$ cat src/core/sfp_params.svh
// Constants for the switch fault protection logic
// Notes on behaviour
// - Per-channel overtemperature turns off, latches, pulls indicator
// - Overtemperature detected while on or off
// - Indicator released on turn-on with no overtemperature
// - Auto-retry restarts channel after overtemperature clears
// - Overtemperature bit clears on fault read when safe
// - Overcurrent turns channel off after reaction delay
// - Overcurrent on threshold cross or window overrun
// - Sense blanked, strobe high while window active
// - Profile select low lighting, high motor
// - Lighting: two windows from first turn-on, again after delatch or retry
// - Motor: one window opened above low threshold
// - With retry, overcurrent latches after retries exhausted
// - Counter accumulates only during on-times
// - Counter reset on delatch, lighting also on retry
// - Motor: clean on-period resets counter at turn-off
// - PWM edges alone never reset the counter
// - Short at turn-on shuts off and latches
// - Supply overvoltage turns both off, sets bit
// - Stay off until supply drops; status read clears
// - Disable bit keeps only the warning bit
// - Fault bits: overcurrent 0, short 1, overtemp 2
`ifndef SFP_PARAMS_SVH
`define SFP_PARAMS_SVH
`define SFP_FLT_OC      0
`define SFP_FLT_SC      1
`define SFP_FLT_OT      2
`define SFP_FLT_W       3
`define SFP_CNT_W       16
`define SFP_RETRY_W     4
`define SFP_T_FAULT_NS  1000
`define SFP_CLK_NS      20
`define SFP_T_FAULT_CYC ((`SFP_T_FAULT_NS + `SFP_CLK_NS - 1) / `SFP_CLK_NS)
`define SFP_DFLT_W1     16'h0100
`define SFP_DFLT_W2     16'h0400
`define SFP_DFLT_RETRY  4'h3
`endif

$ cat src/core/sfp_pkg.sv
// Types for the switch fault protection logic
`include "sfp_params.svh"
package sfp_pkg;
  typedef logic [`SFP_FLT_W-1:0] sfp_fault_type;
  typedef enum logic [1:0] {
    SFP_WIN_IDLE  = 2'b00,
    SFP_WIN_FIRST = 2'b01,
    SFP_WIN_SECND = 2'b11,
    SFP_WIN_DONE  = 2'b10
  } sfp_win_type;
endpackage

$ cat src/core/sfp_protect.sv
// Two-channel fault protection and latching core
`timescale 1ns/100ps
`include "sfp_params.svh"
module sfp_protect #(
  parameter int CNT_W      = `SFP_CNT_W,
  parameter int RETRY_W    = `SFP_RETRY_W,
  parameter int T_FAULT_NS = `SFP_T_FAULT_NS
) (
  // Clock and reset
  input  wire logic                    ref_clk_i,
  input  wire logic                    rst_b_i,
  // Control
  input  wire logic [1:0]              on_req_i,
  input  wire logic [1:0]              load_profile_select_i,
  input  wire logic                    supply_high_protect_disable_i,
  input  wire logic [1:0]              retry_enable_i,
  input  wire logic [RETRY_W-1:0]      retry_limit_i,
  input  wire logic [CNT_W-1:0]        win1_width_i,
  input  wire logic [CNT_W-1:0]        win2_width_i,
  input  wire logic [1:0]              delatch_i,
  input  wire logic [1:0]              fault_read_i,
  input  wire logic                    status_read_i,
  // Comparator flags
  input  wire logic [1:0]              overtemp_flag_i,
  input  wire logic [1:0]              oc_high_flag_i,
  input  wire logic [1:0]              oc_mid_flag_i,
  input  wire logic [1:0]              oc_low_flag_i,
  input  wire logic [1:0]              short_flag_i,
  input  wire logic                    supply_high_flag_i,
  // Outputs
  output logic [1:0]                   channel_on_o,
  output sfp_pkg::sfp_fault_type       channel_fault_register0_o,
  output sfp_pkg::sfp_fault_type       channel_fault_register1_o,
  output logic                         supply_high_fault_bit_o,
  output logic                         fault_indicator_n_o,
  output logic                         sense_valid_strobe_n_o,
  output logic [1:0]                   sense_enable_o
);
  import sfp_pkg::*;

  localparam int TF_CYC = (T_FAULT_NS + `SFP_CLK_NS - 1) / `SFP_CLK_NS;
  localparam int TF_W   = $clog2(TF_CYC + 1) + 1;

  if (CNT_W < 2 || RETRY_W < 1 || TF_CYC < 1) begin : gen_param_check
    $error("sfp_protect: unsupported parameter values");
  end

  logic [1:0]         ot_bit_reg;
  logic [1:0]         oc_bit_reg;
  logic [1:0]         sc_bit_reg;
  logic [1:0]         oc_latch_reg;
  logic [1:0]         oc_off_reg;
  logic [1:0]         ot_off_reg;
  logic [1:0]         on_prev_reg;
  logic [1:0]         on_clean_reg;
  logic [1:0]         oc_wait_reg;
  logic [1:0]         ind_ot_reg;
  logic               ov_off_reg;
  logic               ov_bit_reg;
  logic [CNT_W-1:0]   dur_reg [2];
  logic [TF_W-1:0]    tf_cnt_reg [2];
  logic [RETRY_W-1:0] retry_cnt_reg [2];
  sfp_win_type        win_reg [2];
  logic [1:0]         ch_on;
  logic [1:0]         turn_on;
  logic [1:0]         turn_off;
  logic [1:0]         win_act;
  logic [1:0]         oc_det;
  logic [1:0]         retry_left;
  logic               ov_act;

  function automatic logic [CNT_W-1:0] sat_inc(input logic [CNT_W-1:0] v);
    sat_inc = (&v) ? v : v + {{(CNT_W-1){1'b0}}, 1'b1};
  endfunction

  assign ov_act = supply_high_flag_i && !supply_high_protect_disable_i;

  always_comb begin
    for (int c = 0; c < 2; c++) begin
      ch_on[c]      = on_req_i[c] && !oc_latch_reg[c] && !sc_bit_reg[c] && !ot_off_reg[c]
                      && !overtemp_flag_i[c] && !oc_off_reg[c] && !ov_off_reg && !ov_act;
      turn_on[c]    = ch_on[c] && !on_prev_reg[c];
      turn_off[c]   = !ch_on[c] && on_prev_reg[c];
      retry_left[c] = retry_enable_i[c] && (retry_cnt_reg[c] < retry_limit_i);
      if (load_profile_select_i[c]) begin
        win_act[c] = (win_reg[c] == SFP_WIN_FIRST);
        oc_det[c]  = ch_on[c] && (oc_high_flag_i[c] || (win_act[c] && dur_reg[c] > win1_width_i));
      end else begin
        win_act[c] = (win_reg[c] == SFP_WIN_FIRST) || (win_reg[c] == SFP_WIN_SECND);
        oc_det[c]  = ch_on[c] && (oc_high_flag_i[c]
                     || (win_reg[c] == SFP_WIN_SECND && oc_mid_flag_i[c])
                     || (win_reg[c] == SFP_WIN_DONE && oc_low_flag_i[c])
                     || (win_reg[c] == SFP_WIN_FIRST && dur_reg[c] > win1_width_i)
                     || (win_reg[c] == SFP_WIN_SECND && dur_reg[c] > win2_width_i));
      end
    end
  end

  // Channel drive and edge tracking
  always_ff @(posedge ref_clk_i or negedge rst_b_i) begin
    if (!rst_b_i) begin
      on_prev_reg  <= 2'b00;
      channel_on_o <= 2'b00;
    end else begin
      on_prev_reg  <= ch_on;
      channel_on_o <= ch_on;
    end
  end

  // Overtemperature shut-off, retry and fault bit
  always_ff @(posedge ref_clk_i or negedge rst_b_i) begin
    if (!rst_b_i) begin
      ot_bit_reg <= 2'b00;
      ot_off_reg <= 2'b00;
    end else begin
      for (int c = 0; c < 2; c++) begin
        if (overtemp_flag_i[c]) begin
          ot_bit_reg[c] <= 1'b1;
          ot_off_reg[c] <= 1'b1;
        end else begin
          if (fault_read_i[c] && fault_indicator_n_o) begin
            ot_bit_reg[c] <= 1'b0;
          end
          if (retry_enable_i[c] || delatch_i[c]) begin
            ot_off_reg[c] <= 1'b0;
          end
        end
      end
    end
  end

  // Fault indicator hold for overtemperature
  always_ff @(posedge ref_clk_i or negedge rst_b_i) begin
    if (!rst_b_i) begin
      ind_ot_reg <= 2'b00;
    end else begin
      for (int c = 0; c < 2; c++) begin
        if (overtemp_flag_i[c]) begin
          ind_ot_reg[c] <= 1'b1;
        end else if ((|turn_on) && !(|overtemp_flag_i)) begin
          ind_ot_reg[c] <= 1'b0;
        end
      end
    end
  end

  // Overcurrent reaction delay, latching and retry count
  always_ff @(posedge ref_clk_i or negedge rst_b_i) begin
    if (!rst_b_i) begin
      oc_wait_reg  <= 2'b00;
      oc_latch_reg <= 2'b00;
      oc_off_reg   <= 2'b00;
      oc_bit_reg   <= 2'b00;
      sc_bit_reg   <= 2'b00;
      for (int c = 0; c < 2; c++) begin
        tf_cnt_reg[c]    <= '0;
        retry_cnt_reg[c] <= '0;
      end
    end else begin
      for (int c = 0; c < 2; c++) begin
        oc_off_reg[c] <= 1'b0;
        if (delatch_i[c]) begin
          oc_latch_reg[c]  <= 1'b0;
          retry_cnt_reg[c] <= '0;
        end
        if (fault_read_i[c] && !oc_latch_reg[c]) begin
          oc_bit_reg[c] <= 1'b0;
        end
        if (fault_read_i[c] && delatch_i[c] && !short_flag_i[c]) begin
          sc_bit_reg[c] <= 1'b0;
        end
        if (turn_on[c] && short_flag_i[c]) begin
          sc_bit_reg[c] <= 1'b1;
        end
        if (oc_det[c] && !oc_wait_reg[c]) begin
          oc_wait_reg[c] <= 1'b1;
          tf_cnt_reg[c]  <= '0;
        end else if (oc_wait_reg[c]) begin
          tf_cnt_reg[c] <= tf_cnt_reg[c] + {{(TF_W-1){1'b0}}, 1'b1};
          if (tf_cnt_reg[c] == TF_W'(TF_CYC - 1)) begin
            oc_wait_reg[c] <= 1'b0;
            oc_bit_reg[c]  <= 1'b1;
            if (retry_left[c]) begin
              oc_off_reg[c]    <= 1'b1;
              retry_cnt_reg[c] <= retry_cnt_reg[c] + {{(RETRY_W-1){1'b0}}, 1'b1};
            end else begin
              oc_latch_reg[c] <= 1'b1;
            end
          end
        end
      end
    end
  end

  // Window profile state and duration counter
  always_ff @(posedge ref_clk_i or negedge rst_b_i) begin
    if (!rst_b_i) begin
      on_clean_reg <= 2'b00;
      for (int c = 0; c < 2; c++) begin
        win_reg[c] <= SFP_WIN_IDLE;
        dur_reg[c] <= '0;
      end
    end else begin
      for (int c = 0; c < 2; c++) begin
        if (turn_on[c]) begin
          on_clean_reg[c] <= 1'b1;
        end else if (oc_det[c] || (ch_on[c] && oc_low_flag_i[c])) begin
          on_clean_reg[c] <= 1'b0;
        end
        if (delatch_i[c]) begin
          dur_reg[c] <= '0;
          win_reg[c] <= SFP_WIN_IDLE;
        end else if (load_profile_select_i[c]) begin
          if (turn_off[c] && on_clean_reg[c]) begin
            dur_reg[c] <= '0;
            win_reg[c] <= SFP_WIN_IDLE;
          end else if (ch_on[c] && oc_low_flag_i[c] && win_reg[c] == SFP_WIN_IDLE) begin
            win_reg[c] <= SFP_WIN_FIRST;
          end else if (ch_on[c] && win_act[c]) begin
            dur_reg[c] <= sat_inc(dur_reg[c]);
          end
        end else begin
          if (oc_wait_reg[c] && tf_cnt_reg[c] == TF_W'(TF_CYC - 1) && retry_left[c]) begin
            dur_reg[c] <= '0;
            win_reg[c] <= SFP_WIN_IDLE;
          end else if (turn_on[c] && win_reg[c] == SFP_WIN_IDLE) begin
            win_reg[c] <= SFP_WIN_FIRST;
          end else if (ch_on[c] && win_act[c]) begin
            if (win_reg[c] == SFP_WIN_FIRST && dur_reg[c] >= win1_width_i && !oc_mid_flag_i[c]) begin
              win_reg[c] <= SFP_WIN_SECND;
              dur_reg[c] <= '0;
            end else if (win_reg[c] == SFP_WIN_SECND && dur_reg[c] >= win2_width_i && !oc_low_flag_i[c]) begin
              win_reg[c] <= SFP_WIN_DONE;
              dur_reg[c] <= '0;
            end else begin
              dur_reg[c] <= sat_inc(dur_reg[c]);
            end
          end
        end
      end
    end
  end

  // Supply overvoltage hold and warning bit
  always_ff @(posedge ref_clk_i or negedge rst_b_i) begin
    if (!rst_b_i) begin
      ov_off_reg <= 1'b0;
      ov_bit_reg <= 1'b0;
    end else begin
      ov_off_reg <= ov_act;
      if (supply_high_flag_i) begin
        ov_bit_reg <= 1'b1;
      end else if (status_read_i) begin
        ov_bit_reg <= 1'b0;
      end
    end
  end

  // Registered status outputs
  always_ff @(posedge ref_clk_i or negedge rst_b_i) begin
    if (!rst_b_i) begin
      channel_fault_register0_o <= '0;
      channel_fault_register1_o <= '0;
      supply_high_fault_bit_o   <= 1'b0;
      fault_indicator_n_o       <= 1'b1;
      sense_valid_strobe_n_o    <= 1'b1;
      sense_enable_o            <= 2'b00;
    end else begin
      channel_fault_register0_o <= {ot_bit_reg[0], sc_bit_reg[0], oc_bit_reg[0]};
      channel_fault_register1_o <= {ot_bit_reg[1], sc_bit_reg[1], oc_bit_reg[1]};
      supply_high_fault_bit_o   <= ov_bit_reg;
      fault_indicator_n_o       <= !((|ind_ot_reg) || (|overtemp_flag_i) || (|oc_latch_reg)
                                   || (|sc_bit_reg) || ov_act || ov_off_reg);
      sense_valid_strobe_n_o    <= (|(win_act & ch_on)) || !(|ch_on);
      sense_enable_o            <= ch_on & ~win_act;
    end
  end

  chk_ot_shutoff: assert property (@(posedge ref_clk_i) disable iff (!rst_b_i)
    overtemp_flag_i[0] |=> !channel_on_o[0] && !fault_indicator_n_o) else $error("overtemp not shut");
  chk_ov_both: assert property (@(posedge ref_clk_i) disable iff (!rst_b_i)
    (supply_high_flag_i && !supply_high_protect_disable_i) |=> channel_on_o == 2'b00) else $error("ov on");
  chk_ov_warn: assert property (@(posedge ref_clk_i) disable iff (!rst_b_i)
    supply_high_flag_i |-> ##2 supply_high_fault_bit_o) else $error("ov bit missing");
  chk_supply_high_protect_disable_quiet: assert property (@(posedge ref_clk_i) disable iff (!rst_b_i)
    (supply_high_protect_disable_i && !ov_off_reg && !(|ind_ot_reg) && !(|overtemp_flag_i) && !(|oc_latch_reg)
    && !(|sc_bit_reg)) |=> fault_indicator_n_o) else $error("ind low");
  chk_sense_blank: assert property (@(posedge ref_clk_i) disable iff (!rst_b_i)
    (win_act[0] && ch_on[0]) |=> sense_valid_strobe_n_o && !sense_enable_o[0]) else $error("sense not blanked");
  chk_oc_delay: assert property (@(posedge ref_clk_i) disable iff (!rst_b_i)
    (oc_wait_reg[0] && tf_cnt_reg[0] == TF_W'(TF_CYC - 1)) |=> oc_bit_reg[0] && !oc_wait_reg[0])
    else $error("oc delay wrong");
  chk_oc_count: assert property (@(posedge ref_clk_i) disable iff (!rst_b_i)
    (oc_wait_reg[0] && tf_cnt_reg[0] != TF_W'(TF_CYC - 1)) |=> oc_wait_reg[0]
    && tf_cnt_reg[0] == $past(tf_cnt_reg[0]) + TF_W'(1)) else $error("oc count wrong");
  chk_retry_off: assert property (@(posedge ref_clk_i) disable iff (!rst_b_i)
    oc_off_reg[0] |=> !channel_on_o[0]) else $error("retry not off");
  chk_sc_latch: assert property (@(posedge ref_clk_i) disable iff (!rst_b_i)
    (turn_on[1] && short_flag_i[1]) |=> sc_bit_reg[1] ##1 !channel_on_o[1]) else $error("short not latched");
  chk_fault_map: assert property (@(posedge ref_clk_i) disable iff (!rst_b_i)
    channel_fault_register0_o == $past({ot_bit_reg[0], sc_bit_reg[0], oc_bit_reg[0]})) else $error("map");
  chk_ot_clear: assert property (@(posedge ref_clk_i) disable iff (!rst_b_i)
    (ot_bit_reg[0] && !fault_read_i[0]) |=> ot_bit_reg[0]) else $error("ot bit lost");
  chk_ot_hold: assert property (@(posedge ref_clk_i) disable iff (!rst_b_i)
    (ind_ot_reg[0] && !(|turn_on)) |=> ind_ot_reg[0]) else $error("indicator released early");
  chk_motor_reset: assert property (@(posedge ref_clk_i) disable iff (!rst_b_i)
    (load_profile_select_i[0] && !delatch_i[0] && turn_off[0] && on_clean_reg[0]) |=> dur_reg[0] == '0)
    else $error("motor counter kept");
  chk_motor_keep: assert property (@(posedge ref_clk_i) disable iff (!rst_b_i)
    (load_profile_select_i[0] && !delatch_i[0] && turn_off[0] && !on_clean_reg[0])
    |=> dur_reg[0] == $past(dur_reg[0])) else $error("motor counter lost");

  cov_oc_trip: cover property (@(posedge ref_clk_i) disable iff (!rst_b_i) $rose(oc_bit_reg[0]));
  cov_lamp_second: cover property (@(posedge ref_clk_i) disable iff (!rst_b_i) win_reg[0] == SFP_WIN_SECND);
  cov_motor_win: cover property (@(posedge ref_clk_i) disable iff (!rst_b_i)
    load_profile_select_i[1] && win_reg[1] == SFP_WIN_FIRST);
  cov_ov_off: cover property (@(posedge ref_clk_i) disable iff (!rst_b_i) $rose(ov_off_reg));
  cov_oc_retry: cover property (@(posedge ref_clk_i) disable iff (!rst_b_i) $rose(oc_off_reg[0]));
endmodule

$ cat config.mk
export PLATFORM = sky130hd
export DESIGN_NAME = sfp_protect
export DESIGN_NICKNAME = d
export VERILOG_FILES = /design/src/core/sfp_pkg.sv /design/src/core/sfp_protect.sv
export VERILOG_INCLUDE_DIRS = /design/src /design/src/core
export SDC_FILE = /design/constraint.sdc
export NUM_CORES = 1
export LEC_CHECK = 0
export ABC_AREA = 1
export BUFFER_PORTS_ARGS = -buffer_cell sky130_fd_sc_hd__clkbuf_2
export CAP_MARGIN = 20
export CORE_MARGIN = 10
export CORE_UTILIZATION = 54
export CTS_CLUSTER_SIZE = 40
export DETAILED_ROUTE_END_ITERATION = 7
export PLACE_DENSITY = 0.81
export SLEW_MARGIN = 0
export SYNTH_ARGS = -nofsm -noshare
export SYNTH_HDL_FRONTEND = slang
export SYNTH_SLANG_ARGS = --single-unit
$ cat constraint.sdc
create_clock -name ref_clk_i -period 2.05 [get_ports ref_clk_i]
set_input_delay 0.205 -clock ref_clk_i [delete_from_list [all_inputs] [get_ports ref_clk_i]]
set_output_delay 0.205 -clock ref_clk_i [all_outputs]
set_load 0.03 [all_outputs]
* Yosys cells after proc, flatten, opt, wreduce, memory -nomap -nowiden
Cells that the tools add are included.
** Storage, ports and cells
- Output and inout port bits :: 13
- Input bits :: 61
- Word-level logic and storage cells :: 329
- Register bits after elaboration :: 91
** Cells by class
- Bitwise gates (word level) :: 3
- Reductions and logical operators :: 152
- Order comparisons :: 10
- Add/sub/neg operators :: 6
- Equal/unequal tests :: 16
- Muxes and demuxes :: 111
** Operators with widths (number)
- 16-bit 2-to-1 mux :: 22
- 1-bit logical AND :: 68
- 16-bit >= comparator :: 4
- 16-bit greater-than comparator :: 4
- 1-bit 2-to-1 mux :: 57
- 4-bit 2-to-1 mux :: 10
- 2-bit 2-to-1 mux :: 18
- 16-bit by 1-bit adder with 16-bit output (second input constant) :: 2
- 16-bit AND reduction :: 2
- 1-bit zero test :: 28
- 7-bit 2-to-1 mux :: 4
- 2-bit nonzero test :: 13
- 1-bit logical OR :: 22
- 4-bit by 1-bit != test with 1-bit output (second input constant) :: 4
- 4-bit != test (second input constant) :: 4
- 7-bit by 1-bit adder with 7-bit output (second input constant) :: 2
- 7-bit by 6-bit equality test with 1-bit output (second input constant) :: 2
- 2-bit OR reduction :: 7
- 6-bit nonzero test :: 2
- 5-bit nonzero test :: 2
- 4-bit by 1-bit adder with 4-bit output (second input constant) :: 2
- 2-bit equality test (second input constant) :: 4
- 4-bit < comparator :: 2
- 4-bit AND reduction :: 2
- other kinds (6) :: 11

* Depth between registers and ports, before layout
- Word-level depth :: 14
- Depth in mapped cells :: 18
- Depth with buffers taken out :: 18

* Least setup slack after synthesis
No wires, ideal clock.
- Kind :: register -> register
- Start :: register dur_reg[15] in the netlist's numbering
- End :: register dur_reg[3] in the netlist's numbering
- Setup time :: 0.113 ns
- Path slack :: 0.134 ns
- Required time :: 1.937 ns
- Clock period less this slack :: 1.916 ns
- Data arrival time :: 1.803 ns
- Cell stages (with the launch flop) :: 14
- Cells stage by stage :: dfrtp_1 ha_1 nand2_1 nor2_1 nand3_1 nor2_1 nand2_1 nand3_1 o21ai_0 nand3_1 nand3_1 buf_2 nand2_1 inv_1
** On the way
- Cells in the longest elaborated chain, start to end :: 10
- Elaborated cells on any way between the ends :: 18
- Classes of those cells :: order compare: 2; mux: 11; reduce/logical: 5
** RTL lines
- from (decl) :: RTL line sfp_protect.sv:60 : logic [CNT_W-1:0] dur_reg [2];
- from (signal, indexed assignment) :: RTL line sfp_protect.sv:220 : dur_reg[c] <= sat_inc(dur_reg[c]);
- from (signal, indexed assignment) :: RTL line sfp_protect.sv:236 : dur_reg[c] <= sat_inc(dur_reg[c]);
- 16-bit >= comparator :: RTL line sfp_protect.sv:232 : end else if (win_reg[c] == SFP_WIN_SECND && dur_reg[c] >= win2_width_i && !oc_low_flag_i[c]) begin
- 1-bit logical AND (2 in series) :: RTL line sfp_protect.sv:232
- 16-bit 2-to-1 mux :: RTL line sfp_protect.sv:232
- 16-bit 2-to-1 mux :: RTL line sfp_protect.sv:229 : if (win_reg[c] == SFP_WIN_FIRST && dur_reg[c] >= win1_width_i && !oc_mid_flag_i[c]) begin
- 16-bit 2-to-1 mux :: RTL line sfp_protect.sv:228 : end else if (ch_on[c] && win_act[c]) begin
- 16-bit 2-to-1 mux :: RTL line sfp_protect.sv:226 : end else if (turn_on[c] && win_reg[c] == SFP_WIN_IDLE) begin
- 16-bit 2-to-1 mux :: RTL line sfp_protect.sv:223 : if (oc_wait_reg[c] && tf_cnt_reg[c] == TF_W'(TF_CYC - 1) && retry_left[c]) begin
- 16-bit 2-to-1 mux * :: RTL line sfp_protect.sv:213 : end else if (load_profile_select_i[c]) begin
- 16-bit 2-to-1 mux * :: RTL line sfp_protect.sv:210 : if (delatch_i[c]) begin
Mark *: on every way between the ends. The rest lies on a longest branch, timed or not. The select of a mux whose other input is x is not followed.
A chain may end at the register's enable or synchronous reset.

* Worst setup path after layout
- Start :: register dur_reg[28] in the netlist's numbering
- End :: register dur_reg[25] in the netlist's numbering
The elaborated chain is that of the path after synthesis.

==> out/metrics.yaml <==
outcome: "finished, violations left"
violations: "setup timing"
grt_usage_pct: 20.32
die-height_um: 133.1
clock_skew_ns: 0.009508
hold_path_class: "primary input to register"
rr_startpoint: "dur_reg[28]"
synthFlopType: "dfrtp_1"
worst_slack_ns: -0.02503
crit_fanout: 5
syn_inst: 987
fin_crit_ns: 2.075
io-pin-count: 74
r2r-end: "dur_reg[25]"
area_growth_pct: 27.72
drt_iter0_markers: 443
drv_cap: 0
avgSynthCellArea_um2: 6.998
synth-seq-cells: 91
vdd_drop_max_mv: 0.3899
ant_nets: 0
drive_above_1_share_pct: 25.00
dpl.hpwl_um: 14110
placed_area_um2: 7797
ctsLongestPathBuffers: 2
setup-violations-final: 2
cts_sinks: 91
instances_no_fill: 1304
critical_path_class: "register to register"
die_w_um: 133.1
clock_latency_ns: 0.36
grt_antenna_before_repair: 0
yosys_warnings: 0
clock_tree.root_cell: "clkbuf_16"
core_area_um2: 12570
rsz0062_at_grt: "yes"
required_ns: 2.33
synth_edf_count: 0
routed_wl_um: 19440
endpoint_kind: "register"
r2r_slack_ns: -0.03
synth_seq_area_share_pct: 33.01
hold_path_startpoint: "status_read_i"
whs_ns: 0.02581
first_global_vias: 6441
nets: 1266
htreeDepth: 3
hold_violations: 0
globalplace.congestion: 0.8986
start_util_pct: 54.95
port_buffers: 73
whs_path_depth: 2
drc: 0
critPathArrivalTime_ns: 2.36
stdcell_area_um2: 8821
synth_top_cell_area_share_pct: 32.25
final.setup.tns_ns: -0.04269
synth_cell_types: 44
grt_first_pass_wirelength_um: 29870
synthTopCellsByArea: "dfrtp_1, nand2_1, ha_1, inv_1, nor2_1"
syn-cell-area_um2: 6907
grt_start_max_net_pins: 42
async_reset_ff_share_pct: 100.0
max_freq_ghz: 0.4819
dr.pass1.iters: 5
p_leak_nw: 4.928
syn_nets: 1126
rows: 41
grt_overflow: 0
powerDensity_nw_per_um2: 502.8
cts_tree: "done"
viasPerCell: 5.265
total_power_mw: 4.435
antenna_cells: 0
timing.reg2reg.worst_path_depth: 11
finalCritPeriodShare_pct: 101.2
placed_cells: 1270
largest_reg_flops: 32
hold_end: "ov_bit_reg"
worstMarginPinSlew_ns: 0.6039
cts_buffers: 9
wire_per_inst_um: 14.91
dieArea_um2: 17710
vias: 6865
cts.clk_slew.worst_paths_ns: 0.07
synth_top_area_cell: "dfrtp_1"
max-slew-margin-rel_pct: 59.74
worstSetupStartpointType: "register"
drv_slew: 0
## metrics by stage
step	util (%)	worst slack (ns)
after floorplan	-	0.1345
after global placement	62.04	0.02737
after detailed placement	62.04	-0.03934
after CTS	64.72	0.01195
after global routing	70.18	-0.1110
final	70.18	-0.02503
## cell usage in the layout, fill, tap and decap left out, drive strengths merged, types with 2 or more instances in the layout
cell	Yosys	layout
a21boi	3	3
nor2	99	99
a21oi	50	50
clkinv	1	3
dfrtp	89	89
nand4	17	17
clkbuf	1	84
nand2	278	278
ha	78	78
nand3b	5	5
o21ai	36	36
nor4	3	3
dfstp	2	2
nand3	70	71
a31oi	2	2
or2	6	6
a21o	2	2
nor3	23	23
inv	192	193
xor2	7	7
o21bai	9	9
buf	6	62
## timing repair
action,in CTS,in global routing
cloned,0,2
gates resized for setup,8,123
setup buffers,0,15
endpoints found under the setup margin,19,55
hold buffers,1,0
pin swaps,1,37
endpoints found under the hold margin,38,0
## logic make-up (layout without fill, tap and decap cells)
group	Yosys count	count (layout)	synth area share [%]
AOI/OAI and AO/OA	107	107	8.714
muxes	1	1	0.1449
xor gates and xnor gates	8	8	1.015
buffers and inverters	200	344	11.30
and+or+nand+nor	502	503	31.69
DFF	91	91	33.01
adders and majority gates	78	78	14.13
## how the worst max path moves through the flow
stage                      from           to  slack (ns)  depth (start not counted)
finish              dur_reg[28]  dur_reg[25]       -0.03                         11
global route        dur_reg[28]  dur_reg[25]       -0.11                         11
CTS                 dur_reg[15]   dur_reg[6]        0.01                         13
detailed placement  dur_reg[27]  dur_reg[29]       -0.04                         10
global placement    dur_reg[31]  dur_reg[31]        0.03                         11
floorplan           dur_reg[15]   dur_reg[3]        0.13                         13
## area by class of cell
| cell class | count | area, um^2 |
|---|---|---|
| Sequential cell | 91 | 2292 |
| Fill cell | 969 | 3747 |
| Multi-Input combinational cell | 697 | 4404 |
| Timing Repair Buffer | 135 | 868.3 |
| Clock inverter | 4 | 52.55 |
| Tap cell | 172 | 215.2 |
| Inverter | 193 | 742.0 |
| Clock buffer | 12 | 246.5 |
## synth_stat cells (3+ instances only)
library cell,instances
nand2_1,270
inv_1,186
nor2_1,96
dfrtp_1,89
ha_1,78
nand3_1,68
a21oi_1,50
o21ai_0,35
nor3_1,20
nand4_1,14
o21bai_1,8
xor2_1,7
inv_2,6
nand2_2,5
nand3b_1,5
or2_2,5
a21boi_0,3
buf_6,3
nand2_4,3
nor2_2,3
nor4_1,3
## metal layers
metal / share of wire [%] / GRT usage [%]
met2: 49 / 34.17
met4: 2.9 / 7.376
met1: 42 / 25.49
met5: 0 / 0
met3: 6.2 / 3.722
## worst max-delay path, cell delays in order, from the launching register on
cell      delay, ns
dfrtp_1        0.43
ha_1           0.32
nand2_1        0.09
nor2_2         0.05
a21boi_1       0.13
nor2_2         0.18
nand4_1        0.18
nand2_2        0.14
nand3_4        0.13
nand3_4        0.17
nand2_2        0.07
nor2_1         0.12
## where the power goes
group          leakage (nW)  switching [mW]  internal [mW]  total, mW
combinational          3.62           0.500          0.301      0.802
clock                 0.147           0.720          0.981       1.70
sequential             1.16          0.0684           1.86       1.93
total                  4.93            1.29           3.15       4.44
Note: power is estimated with default switching activity, not from simulation.
